--- src/pkg/ctu_pkg.sv ---
// Constants and types shared by the channel timing unit.
// Assumes a 32-bit classic Wishbone slave with word-aligned byte addresses.
package ctu_pkg;
  // ----------------------------------------
  // Sizes
  // ----------------------------------------
  localparam int NUM_CH  = 16;
  localparam int HALF_CH = 8;
  localparam int CNT_W   = 16;
  localparam int ADR_W   = 8;

  // ----------------------------------------
  // Register offsets (byte addresses)
  // ----------------------------------------
  localparam logic [7:0] OFS_T0_CTRL   = 8'h00;
  localparam logic [7:0] OFS_T0_RELOAD = 8'h04;
  localparam logic [7:0] OFS_T0_COUNT  = 8'h08;
  localparam logic [7:0] OFS_T1_CTRL   = 8'h0c;
  localparam logic [7:0] OFS_T1_RELOAD = 8'h10;
  localparam logic [7:0] OFS_T1_COUNT  = 8'h14;
  localparam logic [7:0] OFS_GLOBAL    = 8'h18;
  localparam logic [7:0] OFS_CH_CFG    = 8'h40;
  localparam logic [7:0] OFS_CH_VAL    = 8'h80;

  // ----------------------------------------
  // Field positions
  // ----------------------------------------
  localparam int TC_PRESC_LSB = 0;
  localparam int TC_SRC_LSB   = 3;
  localparam int TC_RUN_BIT   = 5;
  localparam int GL_STAG_BIT  = 0;
  localparam int CF_MODE_LSB  = 0;
  localparam int CF_TSEL_BIT  = 3;
  localparam int CF_SINGLE_BIT = 4;
  localparam int CF_DBL_BIT   = 5;
  localparam int CF_DONE_BIT  = 6;

  // ----------------------------------------
  // Reset values and timing
  // ----------------------------------------
  localparam logic [5:0]  TC_RST     = 6'h00;
  localparam logic [15:0] RELOAD_RST = 16'h0000;
  localparam logic [5:0]  CFG_RST    = 6'h00;
  localparam logic [2:0]  STAG_PRESC = 3'h3;

  typedef enum logic [1:0] {SRC_PRESC, SRC_GT6, SRC_EXT, SRC_OFF} src_e;
  typedef enum logic [2:0] {
    M_OFF, M_CAP_RISE, M_CAP_FALL, M_CAP_BOTH,
    M_CMP0, M_CMP1, M_CMP2, M_CMP3
  } mode_e;
endpackage : ctu_pkg

--- src/pkg/tbase_if.sv ---
// Time base bundle: current count plus update and overflow pulses.
// Assumes one producer (time_base) and any number of channel readers.
`timescale 1ns/1ps
`default_nettype none
interface tbase_if;
  logic [15:0] count;
  logic        upd;
  logic        ovf;
  modport src (output count, output upd, output ovf);
  modport snk (input count, input upd, input ovf);
endinterface : tbase_if
`default_nettype wire

--- src/core/channel_timing_unit.sv ---
// Sixteen-channel capture/compare unit with two time bases, Wishbone slave.
// Assumes classic Wishbone, one 40 MHz clock, pins synchronous to it.
`timescale 1ns/1ps
`default_nettype none

// Function
// - Up to 16 channels resolve one clock, or eight clocks when staggered.
// - Two independent 16-bit time bases, each with its own reload register.
// - Each time base counts prescaled clock or sixth general timer overflows.
// - Each time base can instead count an external count input.
// - Each channel picks either time base and capture or compare operation.
// - Each channel owns one pin, input for capture, output in compare modes 1 and 3 or double mode.
// - A capture event copies the chosen count and raises the channel request.
// - Capture triggers on rising, falling or both edges, chosen per channel.
// - Compare channels match continuously and act per their mode.
// - Mode 0 raises only the request, many times per period.
// - Mode 1 toggles the pin on every match, many times per period.
// - Mode 2 raises only the request, at most once per period.
// - Mode 3 sets the pin on match, clears it on overflow, once per period.
// - Double register mode lets two channels toggle one pin on either match.
// - A single event option gives only one edge or pulse in any compare mode.
module channel_timing_unit
  import ctu_pkg::*;
(
  input  wire logic                      REF_CLK,
  input  wire logic                      RST_N,
  input  wire logic                      WB_CYC_I,
  input  wire logic                      WB_STB_I,
  input  wire logic                      WB_WE_I,
  input  wire logic [ctu_pkg::ADR_W-1:0] WB_ADR_I,
  input  wire logic [3:0]                WB_SEL_I,
  input  wire logic [31:0]               WB_DAT_I,
  output logic      [31:0]               WB_DAT_O,
  output logic                           WB_ACK_O,
  input  wire logic                      SIXTH_GENERAL_TIMER_OVF,
  input  wire logic [1:0]                EXT_CNT_I,
  input  wire logic [ctu_pkg::NUM_CH-1:0] CC_PIN_I,
  output logic      [ctu_pkg::NUM_CH-1:0] CC_PIN_O,
  output logic      [ctu_pkg::NUM_CH-1:0] CC_PIN_OE,
  output logic      [ctu_pkg::NUM_CH-1:0] CC_IRQ
);
  import ctu_pkg::*;

  // ----------------------------------------
  // State
  // ----------------------------------------
  typedef struct packed {
    logic [5:0]        t0_ctrl;
    logic [5:0]        t1_ctrl;
    logic [CNT_W-1:0]  t0_reload;
    logic [CNT_W-1:0]  t1_reload;
    logic              stagger;
    logic [NUM_CH-1:0][5:0] cfg;
    logic              ack;
    logic [31:0]       rdata;
  } top_s;

  top_s s_q, s_d;

  tbase_if tb0 ();
  tbase_if tb1 ();

  logic              req, wr;
  logic [31:0]       wmask, rd;
  logic [3:0]        ch_idx;
  logic              hit_cfg, hit_val;
  logic              t0_ld, t1_ld;
  logic [CNT_W-1:0]  t0_ldv, t1_ldv;
  logic [NUM_CH-1:0] cfg_wr, val_wr, fire, done, pin_o;
  logic [NUM_CH-1:0][CNT_W-1:0] val;

  // ----------------------------------------
  // Bus decode
  // ----------------------------------------
  // Ack one cycle after the request; a write is applied on that same edge
  always_comb begin
    req     = WB_CYC_I && WB_STB_I && !s_q.ack;
    wr      = req && WB_WE_I;
    wmask   = {{8{WB_SEL_I[3]}}, {8{WB_SEL_I[2]}}, {8{WB_SEL_I[1]}}, {8{WB_SEL_I[0]}}};
    ch_idx  = WB_ADR_I[5:2];
    hit_cfg = WB_ADR_I[7:6] == OFS_CH_CFG[7:6];
    hit_val = WB_ADR_I[7:6] == OFS_CH_VAL[7:6];
  end

  function automatic logic [31:0] merge(input logic [31:0] old, input logic [31:0] nw, input logic [31:0] m);
    merge = (old & ~m) | (nw & m);
  endfunction : merge

  always_comb begin
    t0_ld  = 1'b0;
    t1_ld  = 1'b0;
    t0_ldv = 16'(merge({16'h0000, tb0.count}, WB_DAT_I, wmask));
    t1_ldv = 16'(merge({16'h0000, tb1.count}, WB_DAT_I, wmask));
    if (wr && WB_ADR_I == OFS_T0_COUNT) begin
      t0_ld = 1'b1;
    end else if (wr && WB_ADR_I == OFS_T1_COUNT) begin
      t1_ld = 1'b1;
    end
  end

  // ----------------------------------------
  // Read mux
  // ----------------------------------------
  always_comb begin
    rd = 32'h0000_0000;
    if (WB_ADR_I == OFS_T0_CTRL) begin
      rd = {26'h0, s_q.t0_ctrl};
    end else if (WB_ADR_I == OFS_T0_RELOAD) begin
      rd = {16'h0, s_q.t0_reload};
    end else if (WB_ADR_I == OFS_T0_COUNT) begin
      rd = {16'h0, tb0.count};
    end else if (WB_ADR_I == OFS_T1_CTRL) begin
      rd = {26'h0, s_q.t1_ctrl};
    end else if (WB_ADR_I == OFS_T1_RELOAD) begin
      rd = {16'h0, s_q.t1_reload};
    end else if (WB_ADR_I == OFS_T1_COUNT) begin
      rd = {16'h0, tb1.count};
    end else if (WB_ADR_I == OFS_GLOBAL) begin
      rd = {31'h0, s_q.stagger};
    end else if (hit_cfg) begin
      rd = {25'h0, done[ch_idx], s_q.cfg[ch_idx]};
    end else if (hit_val) begin
      rd = {16'h0, val[ch_idx]};
    end
  end

  // ----------------------------------------
  // Register file
  // ----------------------------------------
  always_comb begin
    s_d       = s_q;
    s_d.ack   = req;
    s_d.rdata = req ? rd : s_q.rdata;
    cfg_wr    = '0;
    val_wr    = '0;
    if (wr) begin
      if (WB_ADR_I == OFS_T0_CTRL) begin
        s_d.t0_ctrl = 6'(merge({26'h0, s_q.t0_ctrl}, WB_DAT_I, wmask));
      end else if (WB_ADR_I == OFS_T0_RELOAD) begin
        s_d.t0_reload = 16'(merge({16'h0, s_q.t0_reload}, WB_DAT_I, wmask));
      end else if (WB_ADR_I == OFS_T1_CTRL) begin
        s_d.t1_ctrl = 6'(merge({26'h0, s_q.t1_ctrl}, WB_DAT_I, wmask));
      end else if (WB_ADR_I == OFS_T1_RELOAD) begin
        s_d.t1_reload = 16'(merge({16'h0, s_q.t1_reload}, WB_DAT_I, wmask));
      end else if (WB_ADR_I == OFS_GLOBAL) begin
        if (WB_SEL_I[0]) begin
          s_d.stagger = WB_DAT_I[GL_STAG_BIT];
        end
      end else if (hit_cfg) begin
        s_d.cfg[ch_idx] = 6'(merge({26'h0, s_q.cfg[ch_idx]}, WB_DAT_I, wmask));
        cfg_wr[ch_idx]  = 1'b1;
      end else if (hit_val) begin
        val_wr[ch_idx] = 1'b1;
      end
    end
  end

  always_ff @(posedge REF_CLK or negedge RST_N) begin
    if (!RST_N) begin
      s_q <= '{t0_ctrl: TC_RST, t1_ctrl: TC_RST, t0_reload: RELOAD_RST,
               t1_reload: RELOAD_RST, stagger: 1'b0, cfg: '0, ack: 1'b0,
               rdata: 32'h0000_0000};
    end else begin
      s_q <= s_d;
    end
  end

  assign WB_ACK_O = s_q.ack;
  assign WB_DAT_O = s_q.rdata;

  // ----------------------------------------
  // Time bases
  // ----------------------------------------
  time_base u_tb0 (
    .clk     (REF_CLK),
    .rst_n   (RST_N),
    .run     (s_q.t0_ctrl[TC_RUN_BIT]),
    .src     (src_e'(s_q.t0_ctrl[TC_SRC_LSB +: 2])),
    .presc   (s_q.t0_ctrl[TC_PRESC_LSB +: 3]),
    .stagger (s_q.stagger),
    .reload  (s_q.t0_reload),
    .ld      (t0_ld),
    .ld_val  (t0_ldv),
    .gt6_ovf (SIXTH_GENERAL_TIMER_OVF),
    .ext_cnt (EXT_CNT_I[0]),
    .tb      (tb0.src)
  );

  time_base u_tb1 (
    .clk     (REF_CLK),
    .rst_n   (RST_N),
    .run     (s_q.t1_ctrl[TC_RUN_BIT]),
    .src     (src_e'(s_q.t1_ctrl[TC_SRC_LSB +: 2])),
    .presc   (s_q.t1_ctrl[TC_PRESC_LSB +: 3]),
    .stagger (s_q.stagger),
    .reload  (s_q.t1_reload),
    .ld      (t1_ld),
    .ld_val  (t1_ldv),
    .gt6_ovf (SIXTH_GENERAL_TIMER_OVF),
    .ext_cnt (EXT_CNT_I[1]),
    .tb      (tb1.src)
  );

  // ----------------------------------------
  // Channels
  // ----------------------------------------
  // Channel k pairs with k+8 in double mode; only the lower pin toggles on both matches
  genvar g;
  generate
    for (g = 0; g < NUM_CH; g++) begin : g_ch
      logic partner;
      logic oe;
      if (g < HALF_CH) begin : g_lo
        assign partner = fire[g + HALF_CH];
      end else begin : g_hi
        assign partner = 1'b0;
      end
      cc_channel u_ch (
        .clk          (REF_CLK),
        .rst_n        (RST_N),
        .ta           (tb0.snk),
        .tbb          (tb1.snk),
        .cfg          (s_q.cfg[g]),
        .cfg_wr       (cfg_wr[g]),
        .val_wr       (val_wr[g]),
        .val_wdata    (16'(merge({16'h0, val[g]}, WB_DAT_I, wmask))),
        .pin_i        (CC_PIN_I[g]),
        .partner_fire (partner),
        .val          (val[g]),
        .pin_o        (pin_o[g]),
        .pin_oe       (oe),
        .irq          (CC_IRQ[g]),
        .fire         (fire[g]),
        .done         (done[g])
      );
      assign CC_PIN_O[g]  = pin_o[g];
      assign CC_PIN_OE[g] = oe;
    end
  endgenerate
endmodule : channel_timing_unit
`default_nettype wire

--- src/core/time_base.sv ---
// One reloadable 16-bit time base with selectable count source.
// Assumes all inputs synchronous to REF_CLK.
`timescale 1ns/1ps
`default_nettype none
module time_base
  import ctu_pkg::*;
(
  input  wire logic              clk,
  input  wire logic              rst_n,
  input  wire logic              run,
  input  wire src_e              src,
  input  wire logic [2:0]        presc,
  input  wire logic              stagger,
  input  wire logic [CNT_W-1:0]  reload,
  input  wire logic              ld,
  input  wire logic [CNT_W-1:0]  ld_val,
  input  wire logic              gt6_ovf,
  input  wire logic              ext_cnt,
  tbase_if.src                   tb
);
  typedef struct packed {
    logic [6:0]       div;
    logic [CNT_W-1:0] cnt;
    logic             ext_prev;
    logic             upd;
    logic             ovf;
  } tb_s;

  tb_s s_q, s_d;
  logic [2:0] eff;
  logic [6:0] mask;
  logic       tick;

  always_comb begin
    // Staggered channels need eight cycles, so the divider floors at 8
    eff  = (stagger && presc < STAG_PRESC) ? STAG_PRESC : presc;
    mask = 7'((8'h01 << eff) - 8'h01);
    case (src)
      SRC_PRESC: tick = (s_q.div & mask) == 7'h00;
      SRC_GT6:   tick = gt6_ovf;
      SRC_EXT:   tick = ext_cnt & ~s_q.ext_prev;
      default:   tick = 1'b0;
    endcase
    s_d          = s_q;
    s_d.div      = 7'(s_q.div + 7'h01);
    s_d.ext_prev = ext_cnt;
    s_d.upd      = 1'b0;
    s_d.ovf      = 1'b0;
    if (ld) begin
      s_d.cnt = ld_val;
      s_d.upd = 1'b1;
    end else if (run && tick) begin
      s_d.upd = 1'b1;
      if (s_q.cnt == 16'hffff) begin
        s_d.cnt = reload;
        s_d.ovf = 1'b1;
      end else begin
        s_d.cnt = 16'(s_q.cnt + 16'h0001);
      end
    end
  end

  always_ff @(posedge clk or negedge rst_n) begin
    if (!rst_n) begin
      s_q <= '0;
    end else begin
      s_q <= s_d;
    end
  end

  assign tb.count = s_q.cnt;
  assign tb.upd   = s_q.upd;
  assign tb.ovf   = s_q.ovf;
endmodule : time_base
`default_nettype wire

--- src/core/cc_channel.sv ---
// One capture/compare channel with its own pin.
// Assumes both time bases and the pin are synchronous to REF_CLK.
`timescale 1ns/1ps
`default_nettype none
module cc_channel
  import ctu_pkg::*;
(
  input  wire logic              clk,
  input  wire logic              rst_n,
  tbase_if.snk                   ta,
  tbase_if.snk                   tbb,
  input  wire logic [5:0]        cfg,
  input  wire logic              cfg_wr,
  input  wire logic              val_wr,
  input  wire logic [CNT_W-1:0]  val_wdata,
  input  wire logic              pin_i,
  input  wire logic              partner_fire,
  output logic [CNT_W-1:0]       val,
  output logic                   pin_o,
  output logic                   pin_oe,
  output logic                   irq,
  output logic                   fire,
  output logic                   done
);
  typedef struct packed {
    logic [CNT_W-1:0] val;
    logic             pin;
    logic             armed;
    logic             done;
    logic             prev;
    logic             irq;
  } ch_s;

  ch_s s_q, s_d;
  mode_e            mode;
  logic             tsel, single, dbl;
  logic [CNT_W-1:0] cnt;
  logic             upd, ovf, cap, match, toggle;

  always_comb begin
    mode   = mode_e'(cfg[CF_MODE_LSB +: 3]);
    tsel   = cfg[CF_TSEL_BIT];
    single = cfg[CF_SINGLE_BIT];
    dbl    = cfg[CF_DBL_BIT];
    cnt    = tsel ? tbb.count : ta.count;
    upd    = tsel ? tbb.upd : ta.upd;
    ovf    = tsel ? tbb.ovf : ta.ovf;
    case (mode)
      M_CAP_RISE: cap = pin_i & ~s_q.prev;
      M_CAP_FALL: cap = ~pin_i & s_q.prev;
      M_CAP_BOTH: cap = pin_i ^ s_q.prev;
      default:    cap = 1'b0;
    endcase
    match = (mode >= M_CMP0) && upd && cnt == s_q.val && !s_q.done;
    // Reload on overflow re-arms before the fresh count is compared
    if (mode == M_CMP2 || mode == M_CMP3) begin
      fire = match && (s_q.armed || ovf);
    end else begin
      fire = match;
    end
    toggle = (fire && mode == M_CMP1) || (dbl && !s_q.done && (fire || partner_fire));

    s_d      = s_q;
    s_d.prev = pin_i;
    s_d.irq  = 1'b0;
    if (ovf) begin
      s_d.armed = 1'b1;
      if (mode == M_CMP3) begin
        s_d.pin = 1'b0;
      end
    end
    if (val_wr) begin
      s_d.val = val_wdata;
    end
    if (cfg_wr) begin
      s_d.done  = 1'b0;
      s_d.armed = 1'b1;
    end
    if (cap) begin
      s_d.val = cnt;
      s_d.irq = 1'b1;
    end
    if (fire) begin
      s_d.irq = 1'b1;
      if (mode == M_CMP2 || mode == M_CMP3) begin
        s_d.armed = 1'b0;
      end
      if (mode == M_CMP3) begin
        s_d.pin = 1'b1;
      end
    end
    if (toggle) begin
      s_d.pin = ~s_q.pin;
    end
    if ((fire || (dbl && partner_fire)) && single && !s_q.done) begin
      s_d.done = 1'b1;
    end
  end

  always_ff @(posedge clk or negedge rst_n) begin
    if (!rst_n) begin
      s_q <= '{val: '0, pin: 1'b0, armed: 1'b1, done: 1'b0, prev: 1'b0, irq: 1'b0};
    end else begin
      s_q <= s_d;
    end
  end

  assign val    = s_q.val;
  assign pin_o  = s_q.pin;
  assign pin_oe = (mode == M_CMP1) || (mode == M_CMP3) || dbl;
  assign irq    = s_q.irq;
  assign done   = s_q.done;
endmodule : cc_channel
`default_nettype wire

--- config.mk ---
export PLATFORM = sky130hd
export DESIGN_NAME = channel_timing_unit
export DESIGN_NICKNAME = d
export VERILOG_FILES = /design/src/pkg/ctu_pkg.sv /design/src/pkg/tbase_if.sv /design/src/core/channel_timing_unit.sv /design/src/core/time_base.sv /design/src/core/cc_channel.sv
export SDC_FILE = /design/constraint.sdc
export NUM_CORES = 2
export LEC_CHECK = 0
export ABC_CLOCK_PERIOD_IN_PS = 7400
export BUFFER_PORTS_ARGS = -buffer_cell sky130_fd_sc_hd__buf_2
export CORE_UTILIZATION = 60
export CTS_BUF_LIST = sky130_fd_sc_hd__clkbuf_4 sky130_fd_sc_hd__clkbuf_8
export CTS_CLUSTER_SIZE = 12
export DETAILED_ROUTE_END_ITERATION = 10
export PLACE_DENSITY = 0.81
export SYNTH_ARGS = -nofsm -noshare
export SYNTH_HDL_FRONTEND = slang
export SYNTH_HIERARCHICAL = 1
export SYNTH_SLANG_ARGS = --single-unit
--- constraint.sdc ---
create_clock -name REF_CLK -period 7.4 [get_ports REF_CLK]
set_input_delay 0 -clock REF_CLK [delete_from_list [all_inputs] [get_ports REF_CLK]]
set_output_delay 0 -clock REF_CLK [all_outputs]
set_load 0.05 [all_outputs]
== Yosys cells after proc, flatten, opt, wreduce, memory -nomap -nowiden ==
Cells that the tools add are included.

* Register bits: 562
* Bits of input ports: 68
* Output and inout bits: 81

* $add $sub $neg: 6
* Magnitude comparators: 20
* Equality and inequality tests: 126
* Shifts and indexed selects: 2
* Multiplexer cells: 328
* Bitwise operators: 155
* Reduce and logical (&&, ||, !) cells: 320

{| class="wikitable"
|+ Operator list
! kind !! count
|-
| $mux 16 || 79
|-
| $and 16x16->16 || 21
|-
| $or 16x16->16 || 20
|-
| $eq 16x16->1 || 16
|-
| $mux 1 || 171
|-
| $logic_and 1x1->1 || 162
|-
| $eq 3x3->1 const B || 48
|-
| $mux 2 || 50
|-
| $bwmux 96 || 1
|-
| $eq 3x2->1 const B || 32
|-
| $logic_or 1x1->1 || 96
|-
| $reduce_bool 2->1 || 34
|-
| $bmux 16 s4 || 1
|-
| $not 1->1 || 55
|-
| $pmux 1 s3 || 18
|-
| $eq 3x1->1 const B || 16
|-
| $ge 3x3->1 const B || 16
|-
| $and 1x1->1 || 34
|-
| $add 16x1->16 const B || 2
|-
| $eq 16x16->1 const B || 2
|-
| $bmux 6 s4 || 1
|-
| $demux 6 s4 || 1
|-
| $eq 8x5->1 const B || 3
|-
| $and 6x6->6 || 3
|-
| other kinds (27) || 75
|}

== Depth between registers and ports, before layout ==
* Word-level depth: 15
* Depth in mapped cells: 12
* Depth with buffers taken out: 9

== Modules after synthesis ==
Netlist, hierarchy kept.

{| class="wikitable"
|+ By module, submodules not included
! module !! times used !! cells an instance !! area an instance (sq um) !! sequential area each (sq um)
|-
| cc_channel at g_ch[0].u_ch ... || 11 || 163 || 1559.0 || 526.8
|-
| channel_timing_unit || 1 || 1651 || 13289.0 || 3953.8
|-
| cc_channel at g_ch[13].u_ch ... || 5 || 174 || 1641.6 || 526.8
|-
| time_base at u_tb0 || 1 || 202 || 1870.5 || 650.6
|-
| time_base at u_tb1 || 1 || 204 || 1821.7 || 650.6
|}

== Worst setup path after synthesis ==
No wires, ideal clock.

* Path kind: reg2reg
* Start: register s_q, in the netlist WB_ACK_O
* End: register g_ch[11].u_ch.s_q, in the netlist g_ch[11].u_ch/val[15]
* Library setup time: 0.078 ns
* Data arrival time: 2.804 ns
* Required time: 7.322 ns
* Path slack: 4.518 ns
* Cell stages (with the launch flop): 11
* Buffers on the path: 3
* Period minus slack after synthesis: 2.882 ns
* Cells stage by stage: dfrtp_1 -> nand3b_1 -> clkbuf_1 -> inv_2 -> nand3_1 -> or3_1 -> nor2_1 -> clkbuf_1 -> clkbuf_1 -> a211oi_1 -> a21oi_1

* Longest elaborated chain between the ends: 5

{| class="wikitable"
|+ RTL lines
! what !! RTL line !! source
|-
| start, declared || channel_timing_unit.sv:58 || <nowiki>top_s s_q, s_d;</nowiki>
|-
| start signal, assigned || channel_timing_unit.sv:160 || <nowiki>s_q <= '{t0_ctrl: TC_RST, t1_ctrl: TC_RST, t0_reload: RELOAD_RST,</nowiki>
|-
| $logic_not 1->1 || channel_timing_unit.sv:77 || <nowiki>req = WB_CYC_I && WB_STB_I && !s_q.ack;</nowiki>
|-
| $logic_and 1x1->1 || channel_timing_unit.sv:77 ||
|-
| net req || channel_timing_unit.sv:63 || <nowiki>logic req, wr;</nowiki>
|-
| $logic_and 1x1->1 || channel_timing_unit.sv:78 || <nowiki>wr = req && WB_WE_I;</nowiki>
|-
| $mux 16 || channel_timing_unit.sv:136 || <nowiki>if (wr) begin</nowiki>
|-
| net val_wr[11] || channel_timing_unit.sv:69 || <nowiki>logic [NUM_CH-1:0] cfg_wr, val_wr, fire, done, pin_o;</nowiki>
|-
| $reduce_bool 2->1 (no line) || - ||
|-
| end signal, assigned || cc_channel.sv:102 || <nowiki>s_q <= '{val: '0, pin: 1'b0, armed: 1'b1, done: 1'b0, prev: 1'b0, irq: 1'b0};</nowiki>
|-
| end, declared || cc_channel.sv:34 || <nowiki>ch_s s_q, s_d;</nowiki>
|}

The timed path passes the listed nets, and every way through them passes these cells.
A chain may end at the register's enable or synchronous reset.

== Worst setup path after layout ==
* Start: register s_q, in the netlist WB_ACK_O
* End: register g_ch[8].u_ch.s_q, in the netlist g_ch[8].u_ch/val[4]

* Longest elaborated chain between the ends: 5

{| class="wikitable"
|+ RTL lines
! what !! RTL line
|-
| $logic_not 1->1 || channel_timing_unit.sv:77
|-
| $logic_and 1x1->1 || channel_timing_unit.sv:77
|-
| net req || channel_timing_unit.sv:63
|-
| $logic_and 1x1->1 || channel_timing_unit.sv:78
|-
| $mux 16 || channel_timing_unit.sv:136
|-
| net val_wr[8] || channel_timing_unit.sv:69
|-
| $reduce_bool 2->1 (no line) || -
|-
| end signal, assigned || cc_channel.sv:102
|-
| end, declared || cc_channel.sv:34
|}

The timed path passes the listed nets, and every way through them passes these cells.

==> metrics <==
status finished, final reports clean; relative slew slack between 10% and 20%; Final Cycle Share 62.1%; Hold WS approximately 0.055 ns; top cell type's share of synthesized area between 30% and 40%; Synth Instances 4720; clk root buf clkbuf_8; fmax 218 MHz; GRT Util Overall 40.5%; HP Class input pin to flop; fraction of the yosys area taken by sequential cells between 30 and 40%; CTS Buffer Depth 3; switching part of the total between 30% and 40%; max incr delay on CP 1.00 ns; post-route cell area approximately 44000 sq um; pwr dens roughly 290 nW/um^2; Post-synth ARST share 100%; Worst EP arrival 5.20 ns; CP top delay family simple AND/OR/NAND/NOR gates; CTS hold repair buffers 64; Final min period roughly 4.6 ns; DRT Pass-1 Iters 9; synthesis-to-layout area growth 3.58%; largest net degree at the start of global routing ~160; Yosys cell types between 100 and 150; Worst Hold Path Cells 4; Sequential Power Share just under 40%; power share of the combinational group a little over a third; post-place setup slack 3.11 ns; Skew-Pair Late Insertion Delay between 0.7 and 0.8 ns; CTS Buf Count just under 100; Layout Nets about 4600; H-Tree Depth 3; Port Buf Inserts ~110; internal power around 7.6 mW; Yosys reg bits ~550; CTS tree built; origin of the critical flop-to-flop path WB_ACK_O$_DFF_PN0_; worst slew pin tran about 1.3 ns; antenna violations before repair 8; filler cell count 5747; chip height 268 microns; Vias about 37000; CTS resizes 0; Worst Path Buf+Inv 1; Chip Width roughly 270 microns; Hold Startpoint WB_SEL_I[1]; critical path class flop to flop; setup violators final 0; Num Clock Sinks ~550; routed wire length ~150000 microns; IR drop worst, VDD 0.000156 V; DR WL/cell roughly 26 microns; Max Cap Viol 0; Final Hold Fails 0; FF-to-FF path depth 8; ANT nets after route 0; Max Slew Vio Count 0; CP max FO 32; Syn Area/Cell 8.97 sq um; Reg-to-Reg End g_ch[8].u_ch/val[4]$_DFFE_PN0P_; Worst Hold Path EP u_tb1/tb.count[9]$_DFFE_PN0P_; full die area 71600 sq um; register area 13700 sq um; final worst setup slack 2.80 ns; DRC violations left 0; RSZ-0062 raised after global routing no; fraction of layout cells with a size suffix above 1 between 10% and 20%; HPWL Detailed between 90000 and 100000 microns; post-CTS setup repair buffer count 0; Placed Area between 40000 and 50000 sq um; number of synthesized flops with an enable pin 0; LEAKAGE 18.4 nW; Syn. warnings 6; crit-path cells nand3b_1 > inv_2 > nand3_1 > or3_1 > nor2_2 > nor2b_1 > a211oi_1 > a21oi_1; vias in the first global route 34900; CP Data Required Time approximately 8.0 ns; vias per cell slightly below 7; Starting Density between 60% and 70%; clk_skew 0.0323 ns; Initial DRC Count between 5000 and 6000; R2R Setup Slk 2.80 ns; CP max stage cell nor2_2; top post-synthesis cells by area dfrtp_1 31%, mux2i_1 7.4%, buf_4 6.2%; top_reg_cell synth dfrtp_1; clk slew on worst S/H paths roughly 0.070 ns; Synth area leader dfrtp_1; net switching power 4.97 mW; Std-Cell Rows between 90 and 100; first-pass GRT wire length about 220000 microns; CP startpoint kind flop; area of the multi-input gates between 20000 and 25000 sq um; gr ovfl total 0; I/O Pins approximately 150; Clock Power Share approximately 26%; Post-Route Setup TNS 0 ns; placer congestion estimate around 1.0; Core ar. about 70000 sq um; total power 12.6 mW; Worst Setup End Kind flop; cell area after synthesis about 42000 sq um
## worst min-delay path, stage by stage
cell and delay (ns):
buf_4 0.32, o21ai_0 0.26, nand2_1 0.06, o21ai_1 0.06
## power groups by stage
stage	clock network [mW]	logic, mW	registers (mW)
2_1_floorplan	0	4.33	4.49
3_3_place_gp	0	4.12	4.79
3_5_place_dp	0	4.27	4.85
4_1_cts	3.23	4.32	4.81
5_1_grt	3.36	4.82	4.96
6_report	3.23	4.46	4.89
## metal layers
metal  up-vias  GRT usage, %  share of wire [%]
li1      16000             -                  -
met1     17900          51.5                 36
met2      2760          58.8                 43
met3       630          12.4                 14
met4         6          28.2                7.9
met5         -             0              0.026
## synthesized netlist by cell type (23+ instances only)
cell type	instances
a21oi_2	23
a21oi_1	415
nand2_1	191
dfrtp_1	530
buf_6	30
nand4_1	43
nor4_1	59
inv_1	354
nor2b_1	279
a31oi_1	34
nor2_1	247
mux2_2	61
xor2_1	30
mux2i_1	312
nand3_1	61
ha_1	38
a211oi_1	264
nand2b_1	26
clkbuf_1	178
buf_4	350
buf_2	35
o21ai_1	23
o21ai_0	385
mux4_2	76
nor3_1	39
a22oi_1	28
xnor2_1	233
## cell type report
type                            count  area share [%]
Multi-Input combinational cell   3233            53.4
Sequential cell                   546            31.2
Timing Repair Buffer              279            4.64
Clock buffer                      160            4.55
Inverter                          356            3.05
Tap cell                          940            2.68
Clock inverter                     22           0.471
Antenna cell                        2          0.0114
## worst max path at each step
stage	slack [ns]	to	cells past startpoint	start
CTS	3.08	g_ch[8].u_ch/val[5]$_DFFE_PN0P_	8	WB_ACK_O$_DFF_PN0_
finish	2.80	g_ch[8].u_ch/val[4]$_DFFE_PN0P_	8	WB_ACK_O$_DFF_PN0_
global placement	3.21	g_ch[8].u_ch/val[0]$_DFFE_PN0P_	8	WB_ACK_O$_DFF_PN0_
floorplan	4.52	g_ch[11].u_ch/val[15]$_DFFE_PN0P_	10	WB_ACK_O$_DFF_PN0_
detailed placement	3.11	g_ch[8].u_ch/val[5]$_DFFE_PN0P_	8	WB_ACK_O$_DFF_PN0_
global route	2.68	g_ch[10].u_ch/val[5]$_DFFE_PN0P_	8	WB_ACK_O$_DFF_PN0_
## cells by family (layout without fill, tap and decap cells)
family,after synthesis,after routing,share of synthesized area [%]
AOI/OAI and AO/OA,1323,1323,19.3
xor gates and xnor gates,263,263,5.44
adders and majority gates,38,38,1.12
buffers and inverters,972,817,13.0
DFF,546,546,32.3
muxes,501,501,15.0
other,1,34,0.00886
and+or+nand+nor,1076,1076,13.9
## through the flow
stage / std cells / util [%]
after floorplan: 4751 / -
after global placement: 5290 / 58.6
after detailed placement: 5290 / 58.6
after CTS: 5536 / 62.7
after global routing: 5537 / 62.7
final: 5538 / 62.7
## cell usage in the layout (no fill, tap or decap), types with 16 or more instances in the layout
| master | Yosys | layout |
|---|---|---|
| clkbuf_4 | 0 | 33 |
| nor3_1 | 39 | 30 |
| a211oi_1 | 264 | 264 |
| xor2_1 | 30 | 30 |
| o21ai_0 | 385 | 385 |
| nand2_1 | 191 | 191 |
| mux2i_1 | 312 | 312 |
| a31oi_1 | 34 | 34 |
| nor2_1 | 247 | 220 |
| conb_1 | 1 | 32 |
| dfstp_2 | 16 | 16 |
| nor2b_1 | 279 | 279 |
| clkbuf_8 | 0 | 127 |
| nand2b_1 | 26 | 26 |
| buf_4 | 350 | 102 |
| a21oi_1 | 415 | 415 |
| a21oi_2 | 23 | 23 |
| mux4_2 | 76 | 76 |
| o22ai_1 | 22 | 22 |
| dlygate4sd3_1 | 0 | 63 |
| nor4_1 | 59 | 57 |
| dfrtp_1 | 530 | 529 |
| inv_1 | 354 | 354 |
| nand4_1 | 43 | 43 |
| mux2i_2 | 21 | 21 |
| mux2_4 | 16 | 16 |
| buf_2 | 35 | 109 |
| a22oi_1 | 28 | 28 |
| xnor2_1 | 233 | 233 |
| o21ai_1 | 23 | 23 |
| ha_1 | 38 | 38 |
| nand3_1 | 61 | 61 |
| nor2_2 | 6 | 33 |
| mux2_2 | 61 | 61 |
(Power assumes the default switching activity.)
